[config.mk]
export PLATFORM = sky130hd
export DESIGN_NAME = target_state_tx_length_regs
export DESIGN_NICKNAME = d
export VERILOG_FILES = /design/src/tsr_pkg.sv /design/src/tsr_bit_serializer.sv /design/src/target_state_tx_length_regs.sv
export SDC_FILE = /design/constraint.sdc
export NUM_CORES = 1
export LEC_CHECK = 0
export BUFFER_PORTS_ARGS = -buffer_cell sky130_fd_sc_hd__buf_4
export CORE_ASPECT_RATIO = 2
export CORE_MARGIN = 1.5
export CORE_UTILIZATION = 55
export CTS_CLUSTER_DIAMETER = 120
export DETAILED_ROUTE_END_ITERATION = 8
export GPL_TIMING_DRIVEN = 0
export PLACE_DENSITY = 0.8
export SYNTH_ARGS = -nofsm -noshare
export SYNTH_HDL_FRONTEND = slang
export SYNTH_HIERARCHICAL = 1
export SYNTH_SLANG_ARGS = --single-unit
[constraint.sdc]
create_clock -name clk -period 2.17 [get_ports clk]
set_clock_uncertainty 0.1 [all_clocks]
set_input_delay 0.5425 -clock clk [delete_from_list [all_inputs] [get_ports clk]]
set_output_delay 0.5425 -clock clk [all_outputs]
set_load 0.01 [all_outputs]
[src/tsr_pkg.sv]
// Shared constants and types for the target state and tx length registers
package tsr_pkg;

  // Register offsets
  localparam logic [7:0] ADDR_TARGET_STATE = 8'h21;
  localparam logic [7:0] ADDR_TX_COUNT_UPPER = 8'h22;
  localparam logic [7:0] ADDR_TX_COUNT_LOWER = 8'h23;
  localparam logic [7:0] ADDR_RATE_STATUS = 8'h24;
  localparam logic [7:0] ADDR_IRQ_STATUS = 8'h30;
  localparam logic [7:0] ADDR_IRQ_CLEAR = 8'h31;
  localparam logic [7:0] ADDR_IRQ_ENABLE = 8'h32;

  // Field layout
  localparam int TX_COUNT_WIDTH = 13;
  localparam int TX_COUNT_MAX = 8191;
  localparam int TX_EXTRA_WIDTH = 3;
  localparam int LOWER_COUNT_LSB = 3;
  localparam int LOWER_COUNT_BITS = 5;
  localparam int RATE_STATUS_BITS = 6;
  localparam int TARGET_STATE_BITS = 4;

  // Reset values
  localparam logic [7:0] TX_COUNT_UPPER_RESET = 8'h00;
  localparam logic [7:0] TX_COUNT_LOWER_RESET = 8'h00;
  localparam logic [3:0] IRQ_ENABLE_RESET = 4'h0;

  // Interrupt status bit positions
  localparam int IRQ_BITS = 4;
  localparam int IRQ_PARITY = 0;
  localparam int IRQ_ACTIVE = 1;
  localparam int IRQ_ACTIVE_STAR = 2;
  localparam int IRQ_SPLIT_DONE = 3;

  // Passive target state codes; codes not listed are reserved
  typedef enum logic [3:0] {
    PTA_POWER_OFF = 4'h0,
    PTA_IDLE = 4'h1,
    PTA_READY_L1 = 4'h2,
    PTA_READY_L2 = 4'h3,
    PTA_ACTIVE = 4'h5,
    PTA_HALT = 4'h9,
    PTA_READY_L1_STAR = 4'hA,
    PTA_READY_L2_STAR = 4'hB,
    PTA_ACTIVE_STAR = 4'hD
  } tsr_pta_state_t;

  // Transmit length handed to the transmitter
  typedef struct packed {
    logic [12:0] fullByteCount;
    logic [2:0] extraBitCount;
  } tsr_tx_len_t;

  // Rate detection result and timer run flags, in register bit order
  typedef struct packed {
    logic [1:0] detectedBitRate;
    logic secondPowerOnTimerRunning;
    logic generalTimerRunning;
    logic noResponseTimerRunning;
    logic maskReceiveTimerRunning;
  } tsr_rate_timer_t;

endpackage

[src/tsr_bit_serializer.sv]
// Shifts out the trailing partial byte of a frame, lowest bit first
`timescale 1ns/1ns
module tsr_bit_serializer
  import tsr_pkg::*;
#(
  parameter int DATA_WIDTH = 8,
  parameter int CNT_WIDTH = 3
) (
  input wire logic clk,
  input wire logic reset_n,
  input wire logic clkEn,
  input wire logic start,
  input wire logic [DATA_WIDTH-1:0] data,
  input wire logic [CNT_WIDTH-1:0] bitCount,
  output logic serialBit,
  output logic serialValid,
  output logic busy,
  output logic done
);

  // A partial byte must fit the counter and leave at least one bit short
  if (DATA_WIDTH < 2 || (1 << CNT_WIDTH) != DATA_WIDTH) begin : g_chk
    $error("tsr_bit_serializer: DATA_WIDTH must equal 2**CNT_WIDTH");
  end

  typedef enum logic {
    SER_IDLE = 1'b0,
    SER_SHIFT = 1'b1
  } tsr_ser_state_t;

  tsr_ser_state_t state_ff;
  logic [DATA_WIDTH-1:0] shift_ff;
  logic [CNT_WIDTH-1:0] left_ff;
  logic serialBit_ff;
  logic serialValid_ff;
  logic done_ff;

  // Sequencer; a zero count never starts, so full bytes pass untouched
  always_ff @(posedge clk or negedge reset_n) begin
    if (!reset_n) begin
      state_ff <= SER_IDLE;
      shift_ff <= '0;
      left_ff <= '0;
    end else if (clkEn) begin
      unique case (state_ff)
        SER_IDLE: begin
          if (start && bitCount != '0) begin
            shift_ff <= data;
            left_ff <= bitCount;
            state_ff <= SER_SHIFT;
          end
        end
        SER_SHIFT: begin
          shift_ff <= shift_ff >> 1;
          left_ff <= left_ff - CNT_WIDTH'(1);
          if (left_ff == CNT_WIDTH'(1)) begin
            state_ff <= SER_IDLE;
          end
        end
      endcase
    end
  end

  // Registered outputs trail the state by one cycle
  always_ff @(posedge clk or negedge reset_n) begin
    if (!reset_n) begin
      serialBit_ff <= 1'b0;
      serialValid_ff <= 1'b0;
      done_ff <= 1'b0;
    end else if (clkEn) begin
      serialBit_ff <= (state_ff == SER_SHIFT) & shift_ff[0];
      serialValid_ff <= (state_ff == SER_SHIFT);
      done_ff <= (state_ff == SER_SHIFT) && (left_ff == CNT_WIDTH'(1));
    end
  end

  assign serialBit = serialBit_ff;
  assign serialValid = serialValid_ff;
  assign busy = state_ff;
  assign done = done_ff;

endmodule

[src/target_state_tx_length_regs.sv]
// Target state view, transmit length and rate/timer status registers
// How it works
// - Report 4-bit passive target state code
// - Hold 13-bit full byte count, max 8191
// - Count split: upper byte, then bits 7:3
// - Bits 2:0 give extra bits; zero none
// - Partial byte is sent lowest bit first
// - No parity generated for split-byte frames
// - Parity error on REQA/WUPA with extra bits
// - Detected bit rate in status bits 5:4
// - Status bits 3:0 show running timers
`timescale 1ns/1ns
module target_state_tx_length_regs
  import tsr_pkg::*;
#(
  parameter int ADDR_WIDTH = 8
) (
  input wire logic clk,
  input wire logic reset_n,
  input wire logic clkEn,
  input wire logic [ADDR_WIDTH-1:0] regAddr,
  input wire logic [7:0] regWrData,
  input wire logic regWr,
  input wire logic regRd,
  output logic [7:0] regRdData,
  input wire logic [3:0] targetState,
  input wire tsr_rate_timer_t rateTimer,
  input wire logic anticollisionControl,
  input wire logic cardIdle,
  input wire logic reqaWupaCmd,
  input wire logic splitStart,
  input wire logic [7:0] splitByte,
  output tsr_tx_len_t txLen,
  output logic txParityEnable,
  output logic parityErrorIrq,
  output logic serialBit,
  output logic serialValid,
  output logic serialBusy,
  output logic irq
);

  // The highest offset is eight bits wide
  if (ADDR_WIDTH < 8) begin : g_chk
    $error("target_state_tx_length_regs: ADDR_WIDTH must be at least 8");
  end

  // Address match, shared by the write and read decoders
  function automatic logic addrHit(
    input logic [ADDR_WIDTH-1:0] addr,
    input logic [7:0] offset
  );
    return addr == ADDR_WIDTH'(offset);
  endfunction

  logic [7:0] countUpper_ff;
  logic [LOWER_COUNT_BITS-1:0] countLower_ff;
  logic [TX_EXTRA_WIDTH-1:0] extraBits_ff;
  tsr_tx_len_t txLen_ff;
  logic txParityEnable_ff;
  logic parityErrorIrq_ff;
  logic [7:0] regRdData_ff;
  logic [3:0] targetState_ff;
  logic [3:0] prevState_ff;
  tsr_rate_timer_t rateTimer_ff;
  logic [IRQ_BITS-1:0] irqStatus_ff;
  logic [IRQ_BITS-1:0] irqEnable_ff;
  logic irq_ff;
  logic [IRQ_BITS-1:0] nxt_irqStatus;
  logic [IRQ_BITS-1:0] irqEvents;
  logic [IRQ_BITS-1:0] irqClear;
  logic parityEvent;
  logic splitDone;
  logic wrUpper;
  logic wrLower;
  logic wrClear;
  logic wrEnable;

  // Write decode
  assign wrUpper = regWr && addrHit(regAddr, ADDR_TX_COUNT_UPPER);
  assign wrLower = regWr && addrHit(regAddr, ADDR_TX_COUNT_LOWER);
  assign wrClear = regWr && addrHit(regAddr, ADDR_IRQ_CLEAR);
  assign wrEnable = regWr && addrHit(regAddr, ADDR_IRQ_ENABLE);

  // Upper eight count bits; the 13-bit field caps the count at 8191
  always_ff @(posedge clk or negedge reset_n) begin
    if (!reset_n) begin
      countUpper_ff <= TX_COUNT_UPPER_RESET;
    end else if (clkEn && wrUpper) begin
      countUpper_ff <= regWrData;
    end
  end

  // Lower count bits sit above the extra-bit field
  always_ff @(posedge clk or negedge reset_n) begin
    if (!reset_n) begin
      countLower_ff <= TX_COUNT_LOWER_RESET[7:LOWER_COUNT_LSB];
      extraBits_ff <= TX_COUNT_LOWER_RESET[TX_EXTRA_WIDTH-1:0];
    end else if (clkEn && wrLower) begin
      countLower_ff <= regWrData[7:LOWER_COUNT_LSB];
      extraBits_ff <= regWrData[TX_EXTRA_WIDTH-1:0];
    end
  end

  // Length view for the transmitter, one cycle behind the registers
  always_ff @(posedge clk or negedge reset_n) begin
    if (!reset_n) begin
      txLen_ff <= '0;
    end else if (clkEn) begin
      txLen_ff.fullByteCount <= {countUpper_ff, countLower_ff};
      txLen_ff.extraBitCount <= extraBits_ff;
    end
  end

  // Parity is only generated when the frame ends on a whole byte
  always_ff @(posedge clk or negedge reset_n) begin
    if (!reset_n) begin
      txParityEnable_ff <= 1'b1;
    end else if (clkEn) begin
      txParityEnable_ff <= (extraBits_ff == '0);
    end
  end

  // Short frames rely on the host choosing the no-CRC transmit command
  tsr_bit_serializer #(
    .DATA_WIDTH(8),
    .CNT_WIDTH(TX_EXTRA_WIDTH)
  ) u_split_byte (
    .clk(clk),
    .reset_n(reset_n),
    .clkEn(clkEn),
    .start(splitStart),
    .data(splitByte),
    .bitCount(extraBits_ff),
    .serialBit(serialBit),
    .serialValid(serialValid),
    .busy(serialBusy),
    .done(splitDone)
  );

  // REQA/WUPA with a split byte pending is flagged as a parity fault
  assign parityEvent = reqaWupaCmd && anticollisionControl && cardIdle
    && (extraBits_ff != '0);

  always_ff @(posedge clk or negedge reset_n) begin
    if (!reset_n) begin
      parityErrorIrq_ff <= 1'b0;
    end else if (clkEn) begin
      parityErrorIrq_ff <= parityEvent;
    end
  end

  // State and status snapshots; inputs come from logic on this clock
  always_ff @(posedge clk or negedge reset_n) begin
    if (!reset_n) begin
      targetState_ff <= PTA_POWER_OFF;
      prevState_ff <= PTA_POWER_OFF;
      rateTimer_ff <= '0;
    end else if (clkEn) begin
      targetState_ff <= targetState;
      prevState_ff <= targetState_ff;
      rateTimer_ff <= rateTimer;
    end
  end

  // Entry into ACTIVE or ACTIVE* hands command handling to the host
  always_comb begin
    irqEvents = '0;
    irqEvents[IRQ_PARITY] = parityEvent;
    irqEvents[IRQ_ACTIVE] = (targetState_ff == PTA_ACTIVE)
      && (prevState_ff != PTA_ACTIVE);
    irqEvents[IRQ_ACTIVE_STAR] = (targetState_ff == PTA_ACTIVE_STAR)
      && (prevState_ff != PTA_ACTIVE_STAR);
    irqEvents[IRQ_SPLIT_DONE] = splitDone;
  end

  // Sticky status; an event in the clearing cycle survives the clear
  assign irqClear = wrClear ? regWrData[IRQ_BITS-1:0] : '0;
  assign nxt_irqStatus = (irqStatus_ff & ~irqClear) | irqEvents;

  always_ff @(posedge clk or negedge reset_n) begin
    if (!reset_n) begin
      irqStatus_ff <= '0;
    end else if (clkEn) begin
      irqStatus_ff <= nxt_irqStatus;
    end
  end

  // Interrupt enable mask
  always_ff @(posedge clk or negedge reset_n) begin
    if (!reset_n) begin
      irqEnable_ff <= IRQ_ENABLE_RESET;
    end else if (clkEn && wrEnable) begin
      irqEnable_ff <= regWrData[IRQ_BITS-1:0];
    end
  end

  // Level interrupt, one cycle behind the status it reflects
  always_ff @(posedge clk or negedge reset_n) begin
    if (!reset_n) begin
      irq_ff <= 1'b0;
    end else if (clkEn) begin
      irq_ff <= |(irqStatus_ff & irqEnable_ff);
    end
  end

  // Read port: data valid only in the cycle after the strobe.
  // Reads change nothing, so polling never disturbs the status views.
  always_ff @(posedge clk or negedge reset_n) begin
    if (!reset_n) begin
      regRdData_ff <= 8'h00;
    end else if (clkEn) begin
      regRdData_ff <= 8'h00;
      if (regRd) begin
        if (addrHit(regAddr, ADDR_TARGET_STATE)) begin
          regRdData_ff <= {4'h0, targetState_ff};
        end else if (addrHit(regAddr, ADDR_TX_COUNT_UPPER)) begin
          regRdData_ff <= countUpper_ff;
        end else if (addrHit(regAddr, ADDR_TX_COUNT_LOWER)) begin
          regRdData_ff <= {countLower_ff, extraBits_ff};
        end else if (addrHit(regAddr, ADDR_RATE_STATUS)) begin
          regRdData_ff <= {2'h0, rateTimer_ff};
        end else if (addrHit(regAddr, ADDR_IRQ_STATUS)) begin
          regRdData_ff <= {4'h0, irqStatus_ff};
        end else if (addrHit(regAddr, ADDR_IRQ_ENABLE)) begin
          regRdData_ff <= {4'h0, irqEnable_ff};
        end
      end
    end
  end

  assign regRdData = regRdData_ff;
  assign txLen = txLen_ff;
  assign txParityEnable = txParityEnable_ff;
  assign parityErrorIrq = parityErrorIrq_ff;
  assign irq = irq_ff;

endmodule

==> flow_summary.ini, run 1 <==
[status]
status = completed

[logic_synthesis]
ys.flop_type = dfrtp_1
synth-edff-count = 0
synth.top_cells.by_area = dfrtp_1 54%, mux2_2 20%, mux2i_1 2.2%, nand2_1 1.7%, a22oi_1 1.6%
synth_top_area_share_pct = 53.8
ys_seq_area_share_pct = 54.5
syn_nets = 332
ys_warn_count = 6
postSynthCellCount = 287
ys_ff_latch = 80
synth-async-reset-ratio_pct = 100
synth.avg_cell_area_um2 = 12.8
syn-cell-area_um2 = 3680
yosys.area.top_type = dfrtp_1
ys_types = 49
yosysMostFrequentCell = dfrtp_1
synth_common_cells = 79 x dfrtp_1, 64 x mux2_2, 17 x nand2_1

[finish]
fin_nets = 415
drive_gt1_share_pct = 43.5
num_antenna_cells = 0
syn2layout_area_growth_pct = 25.9
final_area_um2 = 4630

[routing]
dr.pass1.iters = 4
vias = 2677
drt_iter0_drc = 109
wirelength_um = 8430
drtAntennaViolNets = 0
drc = 0
wl_per_cell_um = 18.2
viasPerCell = 5.78

[global_route]
grt_max_degree = 81
track_usage_pct = 25.6
grt_pass1_wl_um = 13700
grt_pass1_vias = 2768
antenna_found_initial = 0
grt_overflow = 0

[clock_network]
tritoncts = done
cts_max_level = 3
cts.root.buffer_cell = clkbuf_16
clk_pin_slew_worst_paths_ns = 0.05
cts_buffers = 9
clk_latency_ns = 0.34
cts.path.max_buffers = 2
cts.sink_count = 80
ctsHoldBuffers = 0
cts_resized = 0
postCtsSetupRepairBufs = 0

[timing]
fin_setup_tns_ns = 0
max_freq_mhz = 482
maxSlewViolCount = 0
rsz0062_at_grt = false
relSlewSlack_pct = 34.1
setup_violations = 0
layout_min_cycle_time_ns = 2.07
finalHoldViolations = 0
finalCritPeriodShare_pct = 95.6
timing.hold.ws_ns = 0.233
tightest_slew_ns = 0.989

[floorplanning]
die_area_um2 = 7210
io_pins = 73
die_y_um = 119
start_util_pct = 56.4
fp.dieW_um = 60.8
row_count = 42
coreArea_um2 = 6520

[power_and_ir_drop]
ir_drop_mv = 0.632
cellPowerDensity_nw_per_um2 = 882
leakagePower_uw = 0.00218

[setup_path]
crit_arrival_ns = 2.19
critPathKind = input port to register
endpoint_kind = register
critPathRequiredTime_ns = 2.28
worstPathMaxFanout = 8
reg2regPathDepth = 3
worstSetupStartpointType = input port

[place]
place_hpwl_um = 6050
numPortBuffers = 72
post_dp_cell_area_um2 = 4330
place.gp.congestion = 0.926

[flow_run]
max-cap-violations = 0

[hold_path]
hold_class = input port to asynchronous set/reset pin
[power by group]
part / internal (uW) / switching (uW)
logic: 415 / 346
registers: 1700 / 131
clock network: 921 / 570
[worst max-delay path, stage by stage]
cell and delay [ns]:
buf_4 0.14, nor4b_4 0.42, nand2_1 0.17, nor2_2 0.51, mux2_2 0.40
[sequential cells by signal, summed over array words and instances, names as in the netlist, 5 cells and up]
| name | cells |
|---|---|
| u_split_byte/shift_ff | 8 |
| countLower_ff | 5 |
| countUpper_ff | 8 |
| regRdData | 8 |
| rateTimer_ff | 6 |
| txLen | 16 |
[path summary, 6_finish.rpt]
kind	endpoint	slack [ns]	from
worst min-delay path	rateTimer_ff[2]	0.23	reset_n
max in group asynchronous	regRdData[4]	1.05	reset_n
min in group clk	rateTimer_ff[0]	0.34	rateTimer[0]
worst max-delay path	countUpper_ff[7]	0.1	regAddr[2]
worst min register to register	u_split_byte/shift_ff[1]	0.40	u_split_byte/shift_ff[1]
worst max register to register	u_split_byte/shift_ff[3]	0.37	extraBits_ff[1]
[final cells by class]
| type | count | area [um2] |
|---|---|---|
| Tap cell | 88 | 110 |
| Buffer | 10 | 42.5 |
| Multi-Input combinational cell | 185 | 1590 |
| Sequential cell | 80 | 2000 |
| Clock buffer | 11 | 243 |
| Clock inverter | 5 | 57.6 |
| Inverter | 12 | 45.0 |
| Timing Repair Buffer | 72 | 541 |
| Fill cell | 499 | 1890 |
[metal layers]
| metal | routed length [um] | GRT usage (%) | vias to the layer above |
|---|---|---|---|
| met4 | 195 | 10.7 | 0 |
| li1 | - | - | 1231 |
| met2 | 4440 | 40.5 | 89 |
| met3 | 365 | 5.69 | 17 |
| met5 | 0 | 0 | - |
| met1 | 3430 | 33.1 | 1340 |
[logic make-up after synthesis]
family                   synth area share [%]
adder cells (fa/ha/maj)                 0.681
AO/OA/AOI/OAI                            11.1
buffers and inverters                    2.38
flip-flops                               54.5
multiplexers                             21.8
AND/OR/NAND/NOR                          9.56
[per-stage QoR]
stage | util (%) | worst slack [ns] | std cells | power, uW
2_1_floorplan | - | 0.232 | 287 | 2310
3_3_place_gp | 66.4 | -0.185 | 447 | 2560
3_5_place_dp | 66.4 | -0.227 | 447 | 2600
4_1_cts | 71.0 | 0.118 | 463 | 4110
5_1_grt | 71.0 | 0.0642 | 463 | 4250
6_report | 71.0 | 0.0956 | 463 | 4080
[cell usage in the layout, fill, tap and decap left out, types with 5 or more instances in the layout]
master,Yosys,layout
nor2_1,6,6
o22ai_1,5,5
dfrtp_1,79,79
mux2i_1,8,8
o21ai_0,11,11
a22oi_1,8,8
inv_1,12,12
mux2_2,64,64
nand2_1,17,17
buf_4,0,72
clkbuf_16,0,9
nand2b_1,8,8
Note: power is estimated with default switching activity, not from simulation.
==> run 2, diff against run 1 <==
CORE_MARGIN = 3   (was 1.5)
==> run 2 against run 1 <==
Compared with the run above: non-clock buffer count is the same; hold slack gained 0.023 ns; critical path type unchanged; core utilization grew 1.4 points; fmax down 0.76%; global-route usage shrank 0.78 points; sequential cell count stayed put; sequential power hardly changed; first-iteration DRC count grew 68%; combinational power hardly changed; wire length is 7.0% higher.
==> flow_summary.ini, run 2 (synthesis results as in run 1) <==
[clock_network]
cts_max_level = 3
cts_buffers = 9
tritoncts = done
cts.root.buffer_cell = clkbuf_16
cts.sink_count = 80
clk_pin_slew_worst_paths_ns = 0.06
clk_latency_ns = 0.33
cts.path.max_buffers = 2

[place]
dp_cells = 445
post_dp_cell_area_um2 = 4320
dpl_worst_slack_ns = -0.215
place_hpwl_um = 6670
place.gp.congestion = 0.868
numPortBuffers = 72

[routing]
dr.pass1.iters = 4
wl_per_cell_um = 19.5
vias = 2689
wirelength_um = 9010
viasPerCell = 5.83
drt_iter0_drc = 183
drc = 0
drtAntennaViolNets = 0

[finish]
num_antenna_cells = 0
final_area_um2 = 4650
layout_commonest_cell = dfrtp_1
drive_gt1_share_pct = 43.2
syn2layout_area_growth_pct = 26.4
final_cells = 461
fin_nets = 415
fill_cells = 460
largest_reg_flops = 16
layout_common_cells = 79 x dfrtp_1, 72 x buf_4, 64 x mux2_2, 17 x nand2_1, 12 x inv_1

[power_and_ir_drop]
pwr-share-clk_pct = 38.0
p_total_uw = 4180
cell_internal_pwr_uw = 3150
leakagePower_uw = 0.00219
p_sw_uw = 1030
combPwrFrac_pct = 18.2
seqPwrFrac_pct = 43.9
ir_drop_mv = 0.789
cellPowerDensity_nw_per_um2 = 899
switching_share_pct = 24.6

[setup_path]
endpoint_kind = register
worstSetupStartpointType = input port
critPathKind = input port to register
reg2reg_setup_slack_ns = 0.44
r2r-start = extraBits_ff[1]
cp-startpoint = regAddr[4]
worstPathMaxFanout = 8
critPathRequiredTime_ns = 2.28
crit_arrival_ns = 2.20

[floorplanning]
die_y_um = 122
fp.dieW_um = 63.8
io_pins = 73
coreArea_um2 = 6410
row_count = 41
die_area_um2 = 7760
start_util_pct = 57.3

[timing]
max_freq_mhz = 478
setup_violations = 0
maxSlewViolCount = 0
relSlewSlack_pct = 34.4
rsz0062_at_grt = false
finalHoldViolations = 0
finalWorstSetupSlack_ns = 0.0797
tightest_slew_ns = 0.985
layout_min_cycle_time_ns = 2.09
fin_setup_tns_ns = 0
finalCritPeriodShare_pct = 96.3

[global_route]
antenna_found_initial = 0
grt_pass1_wl_um = 14300
grt_overflow = 0
grt_max_degree = 81
grt_pass1_vias = 2892
track_usage_pct = 24.8

[hold_path]
hold_class = input port to asynchronous set/reset pin

[status]
status = completed

[flow_run]
max-cap-violations = 0
[run 2: cell types whose count changed in the layout (fill, tap and decap cells not counted), sizes merged]
cell    previous run  this run
clkinv             4         1
clkbuf            13        15
bufinv             1         2
[run 2: repair_timing]
item	CTS	global route
hold buffers	0	0
setup endpoints to repair	0	2
hold endpoints to repair	0	0
resized for setup	0	1
buffers inserted	0	0
[run 2: metrics by stage]
step	util [%]	hold WS [ns]
2_1_floorplan	-	0.147
3_3_place_gp	67.4	0.385
3_5_place_dp	67.4	0.390
4_1_cts	72.4	0.307
5_1_grt	72.4	0.331
6_report	72.4	0.256
[run 2: per-layer routing]
metal | wire length [um] | vias up | track usage (%)
met4 | 280 | 0 | 12.6
met3 | 476 | 22 | 6.46
li1 | - | 1226 | -
met2 | 5060 | 100 | 45.6
met5 | 0 | - | 0
met1 | 3190 | 1341 | 25.1
[run 2: final timing paths]
path,endpoint,cells after the start
setup reg to reg,u_split_byte/shift_ff[3],3
hold / removal,rateTimer_ff[0],1
hold reg to reg,u_split_byte/shift_ff[6],1
max in group asynchronous,u_split_byte/left_ff[0],1
min in group clk,targetState_ff[3],3
setup / recovery,extraBits_ff[1],5
[run 2: power by group through the flow]
stage          clock network, uW  registers, uW  logic (uW)
6_report                    1590           1830         760
5_1_grt                     1670           1850         837
4_1_cts                     1610           1830         766
3_5_place_dp                   0           1850         765
3_3_place_gp                   0           1840         738
2_1_floorplan                  0           1830         490
[run 2: layout make-up]
cell class                 count  area, um2  share of cell area, %
sequential                    80       2000                   43.1
multi-input combinational    185       1590                   34.3
timing repair buffer          72        541                   11.6
clock buffer                  13        250                   5.39
tap                           86        108                   2.32
clock inverter                 3       65.1                   1.40
inverter                      12       45.0                  0.970
buffer                        10       42.5                  0.916
[run 2: critical path: stages]
cell and delay, ns:
buf_4 0.13, nor4b_4 0.40, nand2_2 0.19, nor3_4 0.54, mux2_2 0.40
==> run 3, diff against run 2 <==
CORE_UTILIZATION = 25   (was 55)
GPL_TIMING_DRIVEN = unset   (was 0)
PLACE_DENSITY = unset   (was 0.8)
==> run 3 against run 2 <==
Compared with the run above: hold slack lost 0.23 ns; via count shrank 2.5%; combinational power shrank 7.9%; clock-buffer cell count shrank 2; fmax grew 3.5%; sequential cell count is the same; register-to-register slack gained 0.04 ns; critical path depth shrank 4; non-clock buffer count grew 4; critical path type is now register to output port; highest routed layer unchanged.
==> flow_summary.ini, run 3 (synthesis results as in run 1) <==
[flow_run]
max-cap-violations = 0

[finish]
fin_util_pct = 33.7
drive_gt1_share_pct = 45.6
fill_cells = 1442
final_cells = 569
num_antenna_cells = 0
syn2layout_area_growth_pct = 31.7
fin_nets = 419
layout_commonest_cell = buf_4
layout_common_cells = 84 x buf_4, 79 x dfrtp_1, 64 x mux2_2, 17 x nand2_1, 12 x inv_1
largest_reg_flops = 16

[power_and_ir_drop]
leakagePower_uw = 0.00223
pwr-share-clk_pct = 36.8
p_sw_uw = 1040
cellPowerDensity_nw_per_um2 = 845
cell_internal_pwr_uw = 3050
combPwrFrac_pct = 17.1
ir_drop_mv = 0.364
switching_share_pct = 25.5
seqPwrFrac_pct = 46.1

[setup_path]
reg2reg_setup_slack_ns = 0.48
path_delay_family = flip-flops
worstSetupStartpointType = register
critPathRequiredTime_ns = 1.53
max_stage_delay_ns = 0.80
critPathKind = register to output port
cp_slowest_cell = dfrtp_1
endpoint_kind = output port
critPathBufInv = 1
crit_arrival_ns = 1.38
worstPathCellList = buf_4
worstPathMaxFanout = 20

[clock_network]
cts_resized = 0
ctsHoldBuffers = 0
clk_pin_slew_worst_paths_ns = 0.06
cts_buffers = 9
tritoncts = done
cts.sink_count = 80
cts.root.buffer_cell = clkbuf_16
postCtsSetupRepairBufs = 0
clk_latency_ns = 0.33
cts_max_level = 3
cts.path.max_buffers = 2

[global_route]
grt_max_degree = 41
antenna_found_initial = 0
track_usage_pct = 12.2
grt_overflow = 0
grt_pass1_wl_um = 15200
grt_pass1_vias = 2894

[routing]
wirelength_um = 9740
viasPerCell = 4.61
drtAntennaViolNets = 0
drt_iter0_drc = 124
wl_per_cell_um = 17.1
dr.pass1.iters = 4
vias = 2623
drc = 0

[hold_path]
hold_class = input port to asynchronous set/reset pin

[timing]
finalCritPeriodShare_pct = 93.1
timing.hold.ws_ns = 0.0288
layout_min_cycle_time_ns = 2.02
fin_setup_tns_ns = 0
tightest_slew_ns = 0.704
max_freq_mhz = 495
finalHoldViolations = 0
setup_violations = 0
maxSlewViolCount = 0
rsz0062_at_grt = false
relSlewSlack_pct = 53.1

[floorplanning]
row_count = 62
die_y_um = 177
die_area_um2 = 16300
coreArea_um2 = 14400
start_util_pct = 25.6
io_pins = 73
fp.dieW_um = 91.7

[place]
numPortBuffers = 72
place.gp.congestion = 0.850
dp_cells = 555
place_hpwl_um = 7610

[status]
status = completed
run 3: routing by layer:
metal | routed length (um) | global-route usage [%]
met4 | 347 | 6.14
met3 | 315 | 2.97
met2 | 5750 | 24.0
met5 | 0 | 0
met1 | 3330 | 11.3
run 3: power by group through the flow:
| stage | sequential (uW) | clock (uW) | combinational (uW) |
|---|---|---|---|
| after global routing | 1910 | 1600 | 775 |
| after detailed placement | 1910 | 0 | 710 |
| after global placement | 1900 | 0 | 688 |
| final | 1880 | 1500 | 700 |
| after floorplan | 1830 | 0 | 490 |
| after CTS | 1880 | 1540 | 713 |
run 3: path summary, 6_finish.rpt:
kind / from / end / depth (start not counted)
max in group asynchronous: reset_n / txParityEnable / 2
setup reg to reg: u_split_byte/busy / u_split_byte/shift_ff[5] / 2
hold reg to reg: rateTimer_ff[3] / rateTimer_ff[3] / 1
min in group clk: targetState[3] / targetState_ff[3] / 3
hold / removal: reset_n / regRdData[7] / 1
setup / recovery: u_split_byte/busy / serialBusy / 1
run 3: layout make-up:
class	instances	area, um2	share of cell area [%]
clock buffers	11	253	5.22
clock inverters	3	42.5	0.879
inverters	12	45.0	0.931
multi-input cells	185	1590	32.8
flip-flops and latches	80	2000	41.4
well taps	192	240	4.96
repair buffers	86	671	13.9
run 3: per-stage QoR:
step / instance area (um2) / worst slack [ns] / total power [uW]
final: 4840 / 0.151 / 4090
after global routing: 4840 / 0.0606 / 4290
after CTS: 4840 / 0.134 / 4140
after detailed placement: 4540 / 0.0633 / 2620
after global placement: 4540 / 0.0738 / 2580
after floorplan: 3680 / 0.232 / 2310
